==> src/common/bcdx_pkg.sv <==
`default_nettype none
package bcdx_pkg;
  // ------------------------------------------------------------
  // Register map on the plain software port
  // ------------------------------------------------------------
  localparam logic [7:0] OFS_MEM_BASE = 8'h00; // Data memory bytes start here
  localparam logic [7:0] OFS_ACC = 8'h10; // Accumulator
  localparam logic [7:0] OFS_STATUS = 8'h11; // Status flags
  localparam logic [7:0] OFS_CTRL = 8'h12; // Control, write only
  localparam int unsigned BIT_C = 0; // Carry flag position
  localparam int unsigned BIT_HC = 1; // Half carry flag position
  localparam int unsigned BIT_Z = 2; // Zero flag position
  localparam int unsigned BIT_TMO = 3; // Time-out flag position
  localparam int unsigned BIT_PD = 4; // Power-down flag position
  localparam int unsigned BIT_WAKE = 0; // Control bit that leaves power-down
  // ------------------------------------------------------------
  // Reset values and arithmetic constants
  // ------------------------------------------------------------
  localparam logic [7:0] ACC_RST = 8'h00; // Accumulator after reset
  localparam logic [7:0] MEM_RST = 8'h00; // Memory bytes after reset
  localparam logic [7:0] RDATA_RST = 8'h00; // Read data after reset
  localparam logic [3:0] DIGIT_MAX = 4'h9; // Largest decimal digit
  localparam logic [7:0] ADJ_NONE = 8'h00; // No correction
  localparam logic [7:0] ADJ_LO = 8'h06; // Low digit correction
  localparam logic [7:0] ADJ_HI = 8'h60; // High digit correction
  localparam logic [7:0] ONE = 8'h01; // Step of increment and decrement
  localparam logic [7:0] ZERO = 8'h00; // Zero result
  // ------------------------------------------------------------
  // Types
  // ------------------------------------------------------------
  typedef enum logic [2:0] {
    OP_NOP = 3'h0,
    OP_CPL_ACC = 3'h1, // complement_to_acc_op
    OP_BCD_ADJ = 3'h2, // decimal_adjust_op
    OP_DEC = 3'h3, // mem_decrement_op
    OP_DECR_ACC = 3'h4, // decrement_to_acc_op
    OP_INC = 3'h5, // Increment memory in place
    OP_HALT = 3'h6 // Enter power-down
  } bcdx_op_e;
  typedef enum logic [1:0] {
    ST_RUN = 2'b01,
    ST_HALT = 2'b10
  } bcdx_state_e;
  typedef struct packed {
    logic powerdown_flag;
    logic timeout_flag;
    logic zero_flag;
    logic half_carry_flag;
    logic carry_flag;
  } bcdx_flags_s;
  typedef struct packed {
    logic valid;
    bcdx_op_e op;
    logic [7:0] addr;
  } bcdx_instr_s;
  localparam bcdx_flags_s FLAGS_RST = 5'h00; // All flags clear after reset
endpackage
`default_nettype wire

==> src/hw/bcdx_core.sv <==
`timescale 1ns/1ns
`default_nettype none
module bcdx_core #(
  parameter int unsigned MEM_DEPTH = 16
) (
  input wire logic clk,
  input wire logic rst_b,
  input wire bcdx_pkg::bcdx_instr_s instr,
  input wire logic [7:0] reg_addr,
  input wire logic [7:0] reg_wdata,
  input wire logic reg_wr,
  input wire logic reg_rd,
  output logic [7:0] reg_rdata,
  output logic [7:0] accumulator,
  output bcdx_pkg::bcdx_flags_s flags,
  output logic halted,
  output logic sys_clk_gate,
  output logic watchdog_counter_clr,
  output logic exec_done
);
  // ------------------------------------------------------------
  // Storage
  // ------------------------------------------------------------
  localparam int unsigned MAW = (MEM_DEPTH > 1) ? $clog2(MEM_DEPTH) : 1;
  logic [7:0] mem_q [MEM_DEPTH]; // Data memory
  logic [7:0] acc_q; // Accumulator
  bcdx_pkg::bcdx_flags_s flags_q; // Status flags
  bcdx_pkg::bcdx_flags_s flags_d; // Next flags
  bcdx_pkg::bcdx_state_e state_q; // Run or power-down
  bcdx_pkg::bcdx_state_e state_d; // Next state
  logic [7:0] rdata_q; // Read data register
  logic wd_clr_q; // Watchdog clear pulse
  logic done_q; // Instruction retired pulse
  logic gate_q; // System clock gated off

  // ------------------------------------------------------------
  // Decode
  // ------------------------------------------------------------
  wire logic run = (state_q == bcdx_pkg::ST_RUN);
  // Instructions are only taken while running
  wire logic fire = instr.valid && run;
  wire logic [MAW-1:0] idx = instr.addr[MAW-1:0];
  wire logic [7:0] mem_rd = mem_q[idx]; // Addressed byte
  wire logic op_cpl_acc = fire && (instr.op == bcdx_pkg::OP_CPL_ACC);
  wire logic op_bcd_adj = fire && (instr.op == bcdx_pkg::OP_BCD_ADJ);
  wire logic op_dec = fire && (instr.op == bcdx_pkg::OP_DEC);
  wire logic op_decr_acc = fire && (instr.op == bcdx_pkg::OP_DECR_ACC);
  wire logic op_inc = fire && (instr.op == bcdx_pkg::OP_INC);
  wire logic op_halt = fire && (instr.op == bcdx_pkg::OP_HALT);
  // Software port decode
  wire logic bus_mem = ({24'h000000, reg_addr} < MEM_DEPTH);
  wire logic [MAW-1:0] bus_idx = reg_addr[MAW-1:0];
  wire logic wr_acc = reg_wr && (reg_addr == bcdx_pkg::OFS_ACC);
  wire logic wr_stat = reg_wr && (reg_addr == bcdx_pkg::OFS_STATUS);
  wire logic wake = reg_wr && (reg_addr == bcdx_pkg::OFS_CTRL)
                    && reg_wdata[bcdx_pkg::BIT_WAKE] && !run;

  // ------------------------------------------------------------
  // Decimal adjust datapath
  // ------------------------------------------------------------
  // Low digit correction
  wire logic lo_adj = (acc_q[3:0] > bcdx_pkg::DIGIT_MAX)
                      || flags_q.half_carry_flag;
  // High digit correction
  wire logic hi_adj = (acc_q[7:4] > bcdx_pkg::DIGIT_MAX)
                      || flags_q.carry_flag;
  // Pick one of four correction constants
  wire logic [7:0] bcd_corr = (lo_adj ? bcdx_pkg::ADJ_LO : bcdx_pkg::ADJ_NONE)
                              | (hi_adj ? bcdx_pkg::ADJ_HI : bcdx_pkg::ADJ_NONE);
  wire logic [8:0] bcd_sum = {1'b0, acc_q} + {1'b0, bcd_corr};
  // Carry out of the two decimal digits
  wire logic bcd_c = bcd_sum[8] || hi_adj;

  // ------------------------------------------------------------
  // Result selection
  // ------------------------------------------------------------
  wire logic [7:0] res_cpl = ~mem_rd;
  wire logic [7:0] res_dec = mem_rd - bcdx_pkg::ONE;
  wire logic [7:0] res_inc = mem_rd + bcdx_pkg::ONE;
  wire logic acc_ld = op_cpl_acc || op_decr_acc;
  wire logic [7:0] acc_res = op_cpl_acc ? res_cpl : res_dec;
  wire logic mem_ld = op_bcd_adj || op_dec || op_inc;
  wire logic [7:0] mem_res = op_bcd_adj ? bcd_sum[7:0] :
                             (op_dec ? res_dec : res_inc);
  wire logic z_upd = op_cpl_acc || op_dec || op_decr_acc || op_inc;
  wire logic [7:0] z_src = acc_ld ? acc_res : mem_res;
  // Software writes memory only when no instruction writes it
  wire logic bus_mem_wr = reg_wr && bus_mem && !mem_ld;

  // ------------------------------------------------------------
  // Data memory
  // ------------------------------------------------------------
  // Instruction write back wins over a software write
  always_ff @(posedge clk or negedge rst_b) begin
    if (!rst_b) begin
      for (int i = 0; i < MEM_DEPTH; i++) begin
        mem_q[i] <= bcdx_pkg::MEM_RST;
      end
    end else if (mem_ld) begin
      mem_q[idx] <= mem_res;
    end else if (bus_mem_wr) begin
      mem_q[bus_idx] <= reg_wdata;
    end
  end

  // ------------------------------------------------------------
  // Accumulator
  // ------------------------------------------------------------
  // Accumulator ops leave memory untouched
  always_ff @(posedge clk or negedge rst_b) begin
    if (!rst_b) begin
      acc_q <= bcdx_pkg::ACC_RST;
    end else if (acc_ld) begin
      acc_q <= acc_res;
    end else if (wr_acc) begin
      acc_q <= reg_wdata;
    end
  end

  // ------------------------------------------------------------
  // Flags
  // ------------------------------------------------------------
  // Software write first, instruction effects on top
  always_comb begin
    flags_d = flags_q;
    if (wr_stat) begin
      flags_d.carry_flag = reg_wdata[bcdx_pkg::BIT_C];
      flags_d.half_carry_flag = reg_wdata[bcdx_pkg::BIT_HC];
      flags_d.zero_flag = reg_wdata[bcdx_pkg::BIT_Z];
      flags_d.timeout_flag = reg_wdata[bcdx_pkg::BIT_TMO];
      flags_d.powerdown_flag = reg_wdata[bcdx_pkg::BIT_PD];
    end
    if (z_upd) begin
      flags_d.zero_flag = (z_src == bcdx_pkg::ZERO);
    end
    if (op_bcd_adj) begin
      flags_d.carry_flag = bcd_c;
    end
    if (op_halt) begin
      flags_d.powerdown_flag = 1'b1;
      flags_d.timeout_flag = 1'b0;
    end
  end

  always_ff @(posedge clk or negedge rst_b) begin
    if (!rst_b) begin
      flags_q <= bcdx_pkg::FLAGS_RST;
    end else begin
      flags_q <= flags_d;
    end
  end

  // ------------------------------------------------------------
  // Run and power-down control
  // ------------------------------------------------------------
  // Halt enters power-down; software wake returns to run
  always_comb begin
    case (state_q)
      bcdx_pkg::ST_RUN: begin
        state_d = op_halt ? bcdx_pkg::ST_HALT : bcdx_pkg::ST_RUN;
      end
      bcdx_pkg::ST_HALT: begin
        state_d = wake ? bcdx_pkg::ST_RUN : bcdx_pkg::ST_HALT;
      end
      default: begin
        state_d = bcdx_pkg::ST_RUN;
      end
    endcase
  end

  always_ff @(posedge clk or negedge rst_b) begin
    if (!rst_b) begin
      state_q <= bcdx_pkg::ST_RUN;
      gate_q <= 1'b0;
      wd_clr_q <= 1'b0;
      done_q <= 1'b0;
    end else begin
      state_q <= state_d;
      gate_q <= (state_d == bcdx_pkg::ST_HALT);
      wd_clr_q <= op_halt;
      done_q <= fire;
    end
  end

  // ------------------------------------------------------------
  // Read port
  // ------------------------------------------------------------
  // Unmapped offsets read as zero
  wire logic [7:0] stat_rd = {3'h0, flags_q.powerdown_flag, flags_q.timeout_flag,
                              flags_q.zero_flag, flags_q.half_carry_flag,
                              flags_q.carry_flag};
  wire logic [7:0] rd_mux = bus_mem ? mem_q[bus_idx] :
                            (reg_addr == bcdx_pkg::OFS_ACC) ? acc_q :
                            (reg_addr == bcdx_pkg::OFS_STATUS) ? stat_rd :
                            bcdx_pkg::RDATA_RST;

  always_ff @(posedge clk or negedge rst_b) begin
    if (!rst_b) begin
      rdata_q <= bcdx_pkg::RDATA_RST;
    end else if (reg_rd) begin
      rdata_q <= rd_mux;
    end else begin
      rdata_q <= bcdx_pkg::RDATA_RST;
    end
  end

  // ------------------------------------------------------------
  // Outputs
  // ------------------------------------------------------------
  assign reg_rdata = rdata_q;
  assign accumulator = acc_q;
  assign flags = flags_q;
  assign halted = state_q[1]; // One-hot halt bit, straight from the state register
  assign sys_clk_gate = gate_q;
  assign watchdog_counter_clr = wd_clr_q;
  assign exec_done = done_q;

  // Independent model of the decimal correction
  wire logic [7:0] chk_corr =
    (((acc_q[3:0] > 4'h9) || flags_q.half_carry_flag) ? 8'h06 : 8'h00)
    + (((acc_q[7:4] > 4'h9) || flags_q.carry_flag) ? 8'h60 : 8'h00);
endmodule
`default_nettype wire
==> config.mk <==
export PLATFORM = sky130hd
export DESIGN_NAME = bcdx_core
export DESIGN_NICKNAME = d
export VERILOG_FILES = /design/src/common/bcdx_pkg.sv /design/src/hw/bcdx_core.sv
export SDC_FILE = /design/constraint.sdc
export NUM_CORES = 1
export LEC_CHECK = 0
export BUFFER_PORTS_ARGS = -buffer_cell sky130_fd_sc_hd__buf_2
export CORE_UTILIZATION = 30
export CTS_CLUSTER_DIAMETER = 120
export DETAILED_ROUTE_END_ITERATION = 16
export SYNTH_ARGS = -nofsm -noshare
export SYNTH_HDL_FRONTEND = slang
export SYNTH_SLANG_ARGS = --single-unit
==> constraint.sdc <==
create_clock -name clk -period 3.6 [get_ports clk]
set_clock_uncertainty 0.05 [all_clocks]
set_input_delay 0 -clock clk [delete_from_list [all_inputs] [get_ports clk]]
set_output_delay 0 -clock clk [all_outputs]
set_load 0.02 [all_outputs]
==> reports/qor.yml, run 1 <==
grt_max_degree: 101
finalNonFillerCells: 1519
synth_top_family_by_area: "compound AO/OA/AOI/OAI gates"
setup_tns_ns: 0
muxShareOfSynthArea_pct: 17.7
synth_cells: 1010
core_area_mm2: 0.0326
crit_type: "reg -> reg"
critPathArrivalTime_ns: 3.67
final_cell_mix: "dfrtp_1, nor2_1, a21oi_1"
ff2ff_path_depth: 12
synth_top_cell_area_share_pct: 38.4
clk-insertion-delay-late_ns: 0.44
grt_util_met3_pct: 4.25
status: "completed"
drv_slew: 0
place_ws_ns: 0.228
period_share_pct: 94.3
cts_tree: "done"
synth-seq-area-share_pct: 38.6
maxSlewHeadroom_pct: 18.4
drt_wl_total_mm: 35.0
cts_buffers: 17
dr.first_iter.drc_count: 1028
synth_compound_area_share_pct: 22.9
grt_util_met1_pct: 28.8
syn_area_mm2: 0.00998
rsz0062_at_grt: "no"
min_path_cells: 3
drive_above_1_share_pct: 21.1
cp-end-kind: "register"
critical_path.slowest_cell: "mux4_2"
avgViaCountPerCell: 5.96
setup_viol: 0
ir_drop_mv: 0.387
r2r_start: "mem_q[96]"
grt_pass1_vias: 8747
drc: 0
crit_chain: "mux4_2 > a22oi_1 > nand3_1 > inv_1 > ha_1 > inv_1 > nor3_1 > a21oi_1 > o221a_2 > and4_1 > nand4_1 > o31ai_1"
synth_area_leaders: "dfrtp_1, mux4_2, a22oi_1"
power.leakage_nw: 4.53
synth-simple-area-share_pct: 14.9
drt-pass1-iter-count: 8
cts_resized: 0
wl_per_cell_um: 23.1
htreeDepth: 4
crit_family: "simple AND/OR/NAND/NOR gates"
synth_fp_nets: 1051
cap_viol_max_count: 0
synth_fa_ha_area_share_pct: 1.20
layout_commonest_cell: "dfrtp_1"
num_rows: 66
io-pin-count: 57
ys_async_sr_fraction_pct: 100
slowest_delay_ns: 0.52
start_util_pct: 30.6
hold_end: "mem_q[53]"
yosys.area.top_type: "dfrtp_1"
crit_buf_inv: 2
fillerInstances: 3313
routabilityCongestion: 0.923
dp_cells: 1485
io_buffers: 52
crit_required_ns: 3.87
final_nets: 1106
worst_r2r_endpoint: "flags[2]"
cp-start-kind: "register"
reg2reg_slack_ns: 0.21
dieHeight_um: 184
top_usage_layer: "met2"
dp_hpwl_mm: 26.2
synth-seq-cells: 154
syn_to_final_growth_pct: 15.5
vias: 9055
fin_ws_ns: 0.207
overflow: 0
ys_types: 69
fin_util_pct: 35.4
path_max_fanout: 17
clk_pin_slew_ns: 0.07
hp-start: "reg_wdata[5]"
met2_usage_pct: 34.5
max_freq_ghz: 0.295
worst_pin_slew_ns: 1.22
final_antenna_net_count: 0
syn_avg_cell_area_um2: 9.88
antenna_found_initial: 0
p_per_area_mw_per_mm2: 593
dieWidth_um: 184
ys_warn_count: 0
clockRootBuffer: "clkbuf_16"
ys.flop_type: "dfrtp_1"
synthXorXnorAreaFrac_pct: 0.965
die_area_mm2: 0.0340
post-route-min-period_ns: 3.39
synth_edf_count: 0
hold_viol: 0
grt_first_pass_wirelength_mm: 54.3
cts_num_sinks: 154
post-cts-setup-buffer-count: 0
clockBufferDepth: 2
cp_common_cell: "inv_1"
grt_use_total_pct: 21.2
hp-class: "in -> reg"
kinds of logic (layout without fill, tap and decap cells):
family                     count (synthesis)  in the layout
AOI/OAI and AO/OA                        352            352
and+or+nand+nor                          316            316
DFF                                      154            154
buffers and inverters                     85            151
muxes                                     83             83
xor gates and xnor gates                  11             11
adders and majority gates                  9              9
other                                      0              1
state kept, by name, indices dropped and copies added, names as in the netlist:
signal and cells:
reg_rdata 8, flags 5, sys_clk_gate 1, state_q 2, exec_done 1, mem_q 128
accumulator 8, watchdog_counter_clr 1
report_power, final:
group | internal, W | switching [W]
registers | 0.00212 | 0.000362
logic | 0.00107 | 0.00139
clock network | 0.00110 | 0.000800
total | 0.00429 | 0.00255
final cells by class:
class	count	area, um^2	area share, %
Timing Repair Buffer	106	717	6.22
Multi-Input combinational cell	771	5750	49.9
Tap cell	442	553	4.80
Sequential cell	154	3850	33.4
Clock inverter	12	166	1.44
Inverter	15	56.3	0.488
Clock buffer	18	429	3.72
Antenna cell	1	2.50	0.0217
stage by stage:
stage	hold WS (ns)	instance area (um^2)	power (W)
floorplan	-0.346	9980	0.00407
global placement	0.147	10900	0.00485
detailed placement	0.137	10900	0.00491
CTS	0.0283	11500	0.00680
global route	0.0618	11500	0.00716
finish	0.0465	11500	0.00684
worst min-delay path: stages:
cell and delay [ns]:
buf_2 0.25, a2bb2oi_1 0.18, a21oi_1 0.07
Yosys cell counts (2+ instances only):
cell	n
o22ai_1	4
a21oi_1	105
nor4_1	4
and4_1	4
nor2_1	129
a22oi_1	81
o31a_1	2
mux4_2	72
nor3_1	16
nand2b_1	9
buf_2	9
a222oi_1	5
xor2_1	2
ha_1	8
nand3_1	12
dfrtp_1	153
nand4_1	5
and3_1	2
o221ai_1	2
and2_1	7
nor2b_1	25
o22a_1	2
o21ai_0	82
mux2_2	2
a31oi_1	8
o21ai_1	3
or3_1	4
a22o_1	2
a221o_1	12
nand2_1	85
mux2i_1	7
nor4_2	5
a21oi_2	3
a2bb2oi_1	21
inv_1	15
buf_1	12
o21a_1	5
buf_6	6
clkbuf_1	42
xnor2_1	9
worst max-delay path by stage:
| stage | to | startpoint | slack, ns | cells past startpoint |
|---|---|---|---|---|
| after floorplan | mem_q[94] | instr[0] | 0.65 | 16 |
| after global placement | flags[2] | instr[0] | 0.26 | 11 |
| after detailed placement | flags[2] | instr[0] | 0.23 | 11 |
| after CTS | flags[2] | mem_q[96] | 0.31 | 12 |
| after global routing | mem_q[125] | state_q[0] | 0.06 | 10 |
| final | flags[2] | mem_q[96] | 0.21 | 12 |
timing repair:
action / in CTS / in global routing
hold buffers: 3 / 0
hold endpoints to repair: 107 / 0
endpoints found under the setup margin: 0 / 0
per-layer routing:
layer / wire length (um) / part of all wire (%) / up-vias
met1: 14800 / 42 / 4543
met2: 16700 / 48 / 486
met4: 676 / 1.9 / 0
met5: 0 / 0 / -
li1: - / - / 3967
met3: 2860 / 8.2 / 59
No activity file was read; power rests on OpenSTA's default activity.
==> run 2, diff against run 1 <==
--- a/config.mk
+++ b/config.mk
@@ -5,10 +5,12 @@
 export SDC_FILE = /design/constraint.sdc
 export NUM_CORES = 1
 export LEC_CHECK = 0
+export ABC_AREA = 1
 export BUFFER_PORTS_ARGS = -buffer_cell sky130_fd_sc_hd__buf_2
 export CORE_UTILIZATION = 30
 export CTS_CLUSTER_DIAMETER = 120
 export DETAILED_ROUTE_END_ITERATION = 16
+export SETUP_SLACK_MARGIN = 0.3
 export SYNTH_ARGS = -nofsm -noshare
 export SYNTH_HDL_FRONTEND = slang
 export SYNTH_SLANG_ARGS = --single-unit
==> run 2 against run 1 <==
Compared with the run above:
- synthesized cell count increased by 49%
- combinational power grew 13%
- cell count up 35%
- non-clock buffer count grew 22
- power up 8.6%
- worst hold slack got worse by 0.011 ns
- critical path depth increased by 3
- global-route usage rose by 3.7 points
- sequential power up 13%
- count of clock-buffer cells in the layout rose by 3
- highest routed layer unchanged
==> reports/qor.yml, run 2 <==
cp_num_cells: 15  # +3
grt_first_pass_wirelength_mm: 66.2  # +22%
final_nets: 1632  # +48%
synth_area_leaders: "dfrtp_1, nand2_1, a21oi_1"
htreeDepth: 4  # unchanged
diodes: 0  # -1
min_path_cells: 8  # +5
setup_viol: 0  # unchanged
ff2ff_path_depth: 15  # +3
synth_top_cell_area_share_pct: 37.3  # -1.1 points
synth-seq-cells: 154  # unchanged
crit_chain: "ha_1 > nand2_1 > nor2_1 > inv_2 > nor2_1 > nor2_1 > buf_4 > nor2_1 > inv_1 > nor2_4 > inv_1 > a21oi_2 > inv_2 > a21oi_1 > a22oi_1"
cp_common_cell: "nor2_1"
drt_wl_total_mm: 43.5  # +24%
io-pin-count: 57  # unchanged
ys_warn_count: 0  # unchanged
critPathArrivalTime_ns: 3.36  # -0.31 ns
period_share_pct: 85.9  # -8.3 points
wl_per_cell_um: 21.2  # -8.0%
yosys.area.top_type: "dfrtp_1"
path_max_fanout: 15  # -2
crit_family: "simple AND/OR/NAND/NOR gates"
top_register: "mem_q"
synth_edf_count: 0  # unchanged
overflow: 0  # unchanged
final_cell_mix: "nand2_1, inv_1, dfrtp_1"
hp-class: "in -> reg"
slowest_delay_ns: 0.54  # +0.02 ns
drive_above_1_share_pct: 12.0  # -9.1 points
power.leakage_nw: 5.79  # +28%
vias: 11400  # +26%
io_buffers: 52  # unchanged
clockRootBuffer: "clkbuf_16"
dieWidth_um: 187  # +1.4%
ir_drop_mv: 0.339  # -12%
start_util_pct: 30.6  # -0.044 points
yosys-top-cells-count: "nand2_1, inv_1, dfrtp_1"
clk-insertion-delay-late_ns: 0.44  # about the same
rsz0062_at_grt: "yes"
synth_cells: 1501  # +49%
ys_types: 41  # -41%
reg2reg_slack_ns: 0.51  # +0.30 ns
cts_tree: "done"
largest_reg_flops: 128  # unchanged
critical_path.slowest_cell: "dfstp_2"
dr.first_iter.drc_count: 1417  # +38%
cap_viol_max_count: 0  # unchanged
clockBufferDepth: 2  # unchanged
syn_area_mm2: 0.0103  # +2.9%
crit_type: "reg -> reg"
yosysMostFrequentCell: "nand2_1"
status: "completed"
crit_buf_inv: 5  # +3
cts_buffers: 17  # unchanged
crit_required_ns: 3.86  # about the same
post-route-min-period_ns: 3.09  # -0.299 ns
hold_viol: 0  # unchanged
layout_commonest_cell: "nand2_1"
ys_async_sr_fraction_pct: 100  # unchanged
grt_use_total_pct: 25.0  # +3.7 points
num_rows: 67  # +1.5%
cts_num_sinks: 154  # unchanged
dieHeight_um: 187  # +1.4%
core_area_mm2: 0.0336  # +3.1%
die_area_mm2: 0.0350  # +2.9%
finalNonFillerCells: 2051  # +35%
antenna_found_initial: 0  # unchanged
syn_avg_cell_area_um2: 6.84  # -31%
drc: 0  # unchanged
clk_pin_slew_ns: 0.07  # about the same
syn_to_final_growth_pct: 17.4
ys.flop_type: "dfrtp_1"
avgViaCountPerCell: 5.55  # -6.8%
cp-end-kind: "register"
drv_slew: 0  # unchanged
grt_pass1_vias: 10800  # +24%
p_per_area_mw_per_mm2: 616  # +3.8%
routabilityCongestion: 1.01  # +9.2%
dp_hpwl_mm: 31.1  # +19%
setup_tns_ns: 0  # unchanged
max_freq_ghz: 0.323  # +9.7%
grt_max_degree: 90  # -11%
cp-start-kind: "register"
synth_fp_nets: 1542  # +47%
drt-pass1-iter-count: 6  # -2
dp_cells: 2007  # +35%
final_antenna_net_count: 0  # unchanged
synth-seq-area-share_pct: 37.5  # -1.1 points
worst_pin_slew_ns: 0.979  # -0.245 ns
maxSlewHeadroom_pct: 34.5  # +16 points
## run 2: cell count changes after synthesis, sizes merged, moves of 10 or more
cell     before  now
nand2        86  438
inv          15  174
o22ai         4   81
mux4         73    0
nand3        12   52
nor2        129  159
nor2b        25    0
a21oi       108  129
a2bb2oi      21    6
a221o        12    0
nor4         10    0
o21ai        85   95
## run 2: final timing paths
path,start,endpoint
setup reg to reg,state_q[0],mem_q[102]
max in group asynchronous,rst_b,mem_q[79]
hold / removal,reg_addr[7],state_q[0]
hold reg to reg,mem_q[1],mem_q[1]
setup / recovery,state_q[0],mem_q[102]
min in group asynchronous,rst_b,watchdog_counter_clr
## run 2: area by class of cell
class                      instances  area, um^2
fill                            3553       21600
multi-input combinational       1111        5500
sequential                       154        3850
timing repair buffer             128         890
inverter                         179         672
tap                              448         561
clock buffer                      21         460
clock inverter                    10         118
## run 2: what timing repair did
item	4_1_cts	5_1_grt
resized for setup	1	5
setup endpoints to repair	1	29
endpoints found under the hold margin	101	0
hold buffers	11	0
buffers inserted	0	2
## run 2: kinds of logic (layout without fill, tap and decap cells)
logic type                 count (synthesis)  after routing  synth area share (%)
and+or+nand+nor                          674            674                  26.5
adders and majority gates                  9              9                  1.17
xor gates and xnor gates                   2              2                 0.171
buffers and inverters                    236            338                  9.16
AOI/OAI and AO/OA                        426            426                  25.4
DFF                                      154            154                  37.5
## run 2: per-stage QoR
stage               hold slack (ns)  instance area (um^2)  worst slack (ns)  power, W  util [%]
global placement             0.0890                 11300             0.334   0.00544      33.7
floorplan                    -0.346                 10300             0.988   0.00442         -
finish                       0.0356                 12100             0.506   0.00742      35.9
CTS                         0.00996                 12000             0.411   0.00733      35.7
global route                 0.0489                 12100             0.285   0.00784      35.9
detailed placement           0.0933                 11300             0.330   0.00548      33.7
## run 2: routing by layer
metal | vias up | track usage [%] | wire (um)
li1 | 5243 | - | -
met1 | 5407 | 33.9 | 18200
met2 | 621 | 38.0 | 19300
met3 | 119 | 4.60 | 4040
met4 | 0 | 12.4 | 2020
met5 | - | 0 | 0
## run 2: worst register-to-register path, delay by kind of cell (launching register included)
family,cells,cell delay (ns)
compound gates,3,0.46
fa+ha+maj,1,0.19
simple gates,6,1.00
flops,1,0.54
buf+inv,5,0.71
## run 2: where the power goes
| group | switching, W | internal (W) |
|---|---|---|
| registers | 0.000514 | 0.00229 |
| logic | 0.00181 | 0.000963 |
| clock network | 0.000789 | 0.00106 |
| total | 0.00312 | 0.00431 |
==> run 3, diff against run 2 <==
--- a/config.mk
+++ b/config.mk
@@ -10,7 +10,10 @@
 export CORE_UTILIZATION = 30
 export CTS_CLUSTER_DIAMETER = 120
 export DETAILED_ROUTE_END_ITERATION = 16
+export MAX_ROUTING_LAYER = met4
+export RECOVER_POWER = 25
 export SETUP_SLACK_MARGIN = 0.3
+export SKIP_LAST_GASP = 1
 export SYNTH_ARGS = -nofsm -noshare
 export SYNTH_HDL_FRONTEND = slang
 export SYNTH_SLANG_ARGS = --single-unit
==> run 3 against run 2 <==
Compared with the run above:
- the flow now finishes with violations (capacitance limit, slew limit)
- non-clock buffer count unchanged
- sequential cell count unchanged
- power is 1.4% lower
- worst hold slack got worse by 0.0037 ns
- sequential power hardly changed
- first-iteration DRC count down 9.3%
- critical endpoint is now mem_q[126]
- highest routed layer unchanged
- sequential share of layout area is 0.17 points higher
- count of clock-buffer cells in the layout is the same
==> reports/qor.yml, run 3 (synthesis gave the netlist of run 2 again) <==
status: "finished with violations"
violations: "capacitance limit, slew limit"
drc: 0  # unchanged
io_buffers: 52  # unchanged
hp-class: "in -> reg"
crit_required_ns: 3.89  # +0.03 ns
cts_tree: "done"
syn_to_final_growth_pct: 16.8
dieWidth_um: 187  # unchanged
place_area_mm2: 0.0113  # -0.20%
worst_pin_slew_ns: 2.75  # +1.77 ns
grt_first_pass_wirelength_mm: 66.7  # +0.67%
clockRootBuffer: "clkbuf_16"
wl_per_cell_um: 21.3  # +0.19%
layout_commonest_cell: "nand2_1"
final_cell_mix: "nand2_1, inv_1, dfrtp_1"
clk_pin_slew_ns: 0.07  # about the same
finalNonFillerCells: 2052  # +0.049%
drv_slew: 49  # +49
top_register: "mem_q"
p_int_w: 0.00420  # -2.5%
final_nets: 1632  # unchanged
path_max_fanout: 9  # -6
post-route-min-period_ns: 3.05  # -0.0446 ns
period_share_pct: 84.7  # -1.2 points
crit_type: "reg -> reg"
power_frac_clock_pct: 24.0  # -0.9 points
drt_wl_total_mm: 43.7  # +0.23%
dp_cells: 2004  # -0.15%
cap_viol_max_count: 1  # +1
cts_buffers: 17  # unchanged
worstSetupStartpoint: "accumulator[3]"
avgViaCountPerCell: 5.57  # +0.37%
drive_above_1_share_pct: 11.2  # -0.88 points
overflow: 0  # unchanged
switchingPower_w: 0.00312  # about the same
fin_util_pct: 35.7  # -0.19 points
drt-pass1-iter-count: 6  # unchanged
grt_pass1_vias: 10800  # -0.76%
start_util_pct: 30.6  # unchanged
diodes: 0  # unchanged
p_per_area_mw_per_mm2: 610  # -0.88%
p_seq_share_pct: 38.4  # +0.7 points
hold_viol: 0  # unchanged
ff2ff_path_depth: 15  # unchanged
power.leakage_nw: 5.72  # -1.3%
grt_max_degree: 74  # -18%
critPathArrivalTime_ns: 3.34  # -0.02 ns
r2r_start: "accumulator[3]"
finalInstanceArea_mm2: 0.0120  # -0.53%
cp-endpoint: "mem_q[126]"
clockBufferDepth: 2  # unchanged
cts_num_sinks: 154  # unchanged
reg2reg_slack_ns: 0.55  # +0.04 ns
dieHeight_um: 187  # unchanged
setup_viol: 0  # unchanged
final_antenna_net_count: 0  # unchanged
vias: 11400  # +0.42%
largest_reg_flops: 128  # unchanged
core_area_mm2: 0.0336  # unchanged
clk-insertion-delay-late_ns: 0.44  # about the same
power_switching_share_pct: 42.6  # +0.62 points
num_rows: 67  # unchanged
cp-start-kind: "register"
routabilityCongestion: 1.02  # +1.1%
max_freq_ghz: 0.328  # +1.5%
cp-end-kind: "register"
htreeDepth: 4  # unchanged
ir_drop_mv: 0.332  # -2.1%
antenna_found_initial: 0  # unchanged
rsz0062_at_grt: "no"
power_frac_comb_pct: 37.7  # +0.3 points
dp_hpwl_mm: 31.3  # +0.48%
dr.first_iter.drc_count: 1285  # -9.3%
maxSlewHeadroom_pct: -83.3  # -120 points
finalPower_w: 0.00732  # -1.4%
worst_r2r_endpoint: "mem_q[126]"
die_area_mm2: 0.0350  # unchanged
setup_tns_ns: 0  # unchanged
io-pin-count: 57  # unchanged
grt_use_total_pct: 25.9  # +0.93 points
## run 3: power groups by stage
stage	clock network, W	logic (W)	registers, W
after floorplan	0	0.00172	0.00270
after global placement	0	0.00263	0.00281
after detailed placement	0	0.00267	0.00282
after CTS	0.00176	0.00269	0.00279
after global routing	0.00183	0.00303	0.00287
final	0.00175	0.00276	0.00281
## run 3: layout make-up
cell class / count / area (um^2)
Clock inverter: 11 / 98.8
Inverter: 179 / 672
Multi-Input combinational cell: 1111 / 5500
Sequential cell: 154 / 3850
Tap cell: 448 / 561
Timing Repair Buffer: 128 / 858
Clock buffer: 21 / 450
Fill cell: 3597 / 21600
## run 3: metrics by stage
step           hold slack [ns]  worst slack, ns
2_1_floorplan           -0.346            0.988
3_3_place_gp           -0.0791            0.416
3_5_place_dp           -0.0817            0.347
4_1_cts                 0.0211            0.370
5_1_grt                 0.0576            0.333
6_report                0.0319            0.551
## run 3: layer usage
metal	vias to the layer above	wire, um	global-route usage (%)
li1	5251	-	-
met1	5478	18500	34.6
met2	599	19500	38.8
met3	110	3820	4.18
met4	0	1750	10.9
met5	-	0	-
## run 3: worst max-delay path: stages, from the launching register on
cell and delay [ns]:
dfrtp_1 0.48, inv_1 0.14, nor2_1 0.06, nor2_1 0.16, inv_1 0.09, ha_1 0.28
a21oi_1 0.06, nor2_1 0.13, inv_1 0.05, nor2_1 0.20, a21oi_1 0.14, xor2_1 0.21
o21ai_4 0.46, buf_4 0.25, nand2_1 0.06, a22oi_1 0.15
## run 3: repair_timing
action                                 4_1_cts  5_1_grt
resized for setup                            0        5
setup endpoints to repair                    0       35
endpoints found under the hold margin      143        0
hold buffers                                12        0
buffers inserted                             0        4
## run 3: worst min-delay path by stage
stage / startpoint / endpoint / cells past startpoint / slack [ns]
final: instr[9] / flags[2] / 5 / 0.03
after global routing: reg_wdata[3] / flags[3] / 3 / 0.06
after CTS: rst_b / watchdog_counter_clr / 2 / 0.02
after detailed placement: rst_b / watchdog_counter_clr / 1 / -0.08
after global placement: rst_b / watchdog_counter_clr / 1 / -0.08
after floorplan: rst_b / accumulator[0] / 0 / -0.35
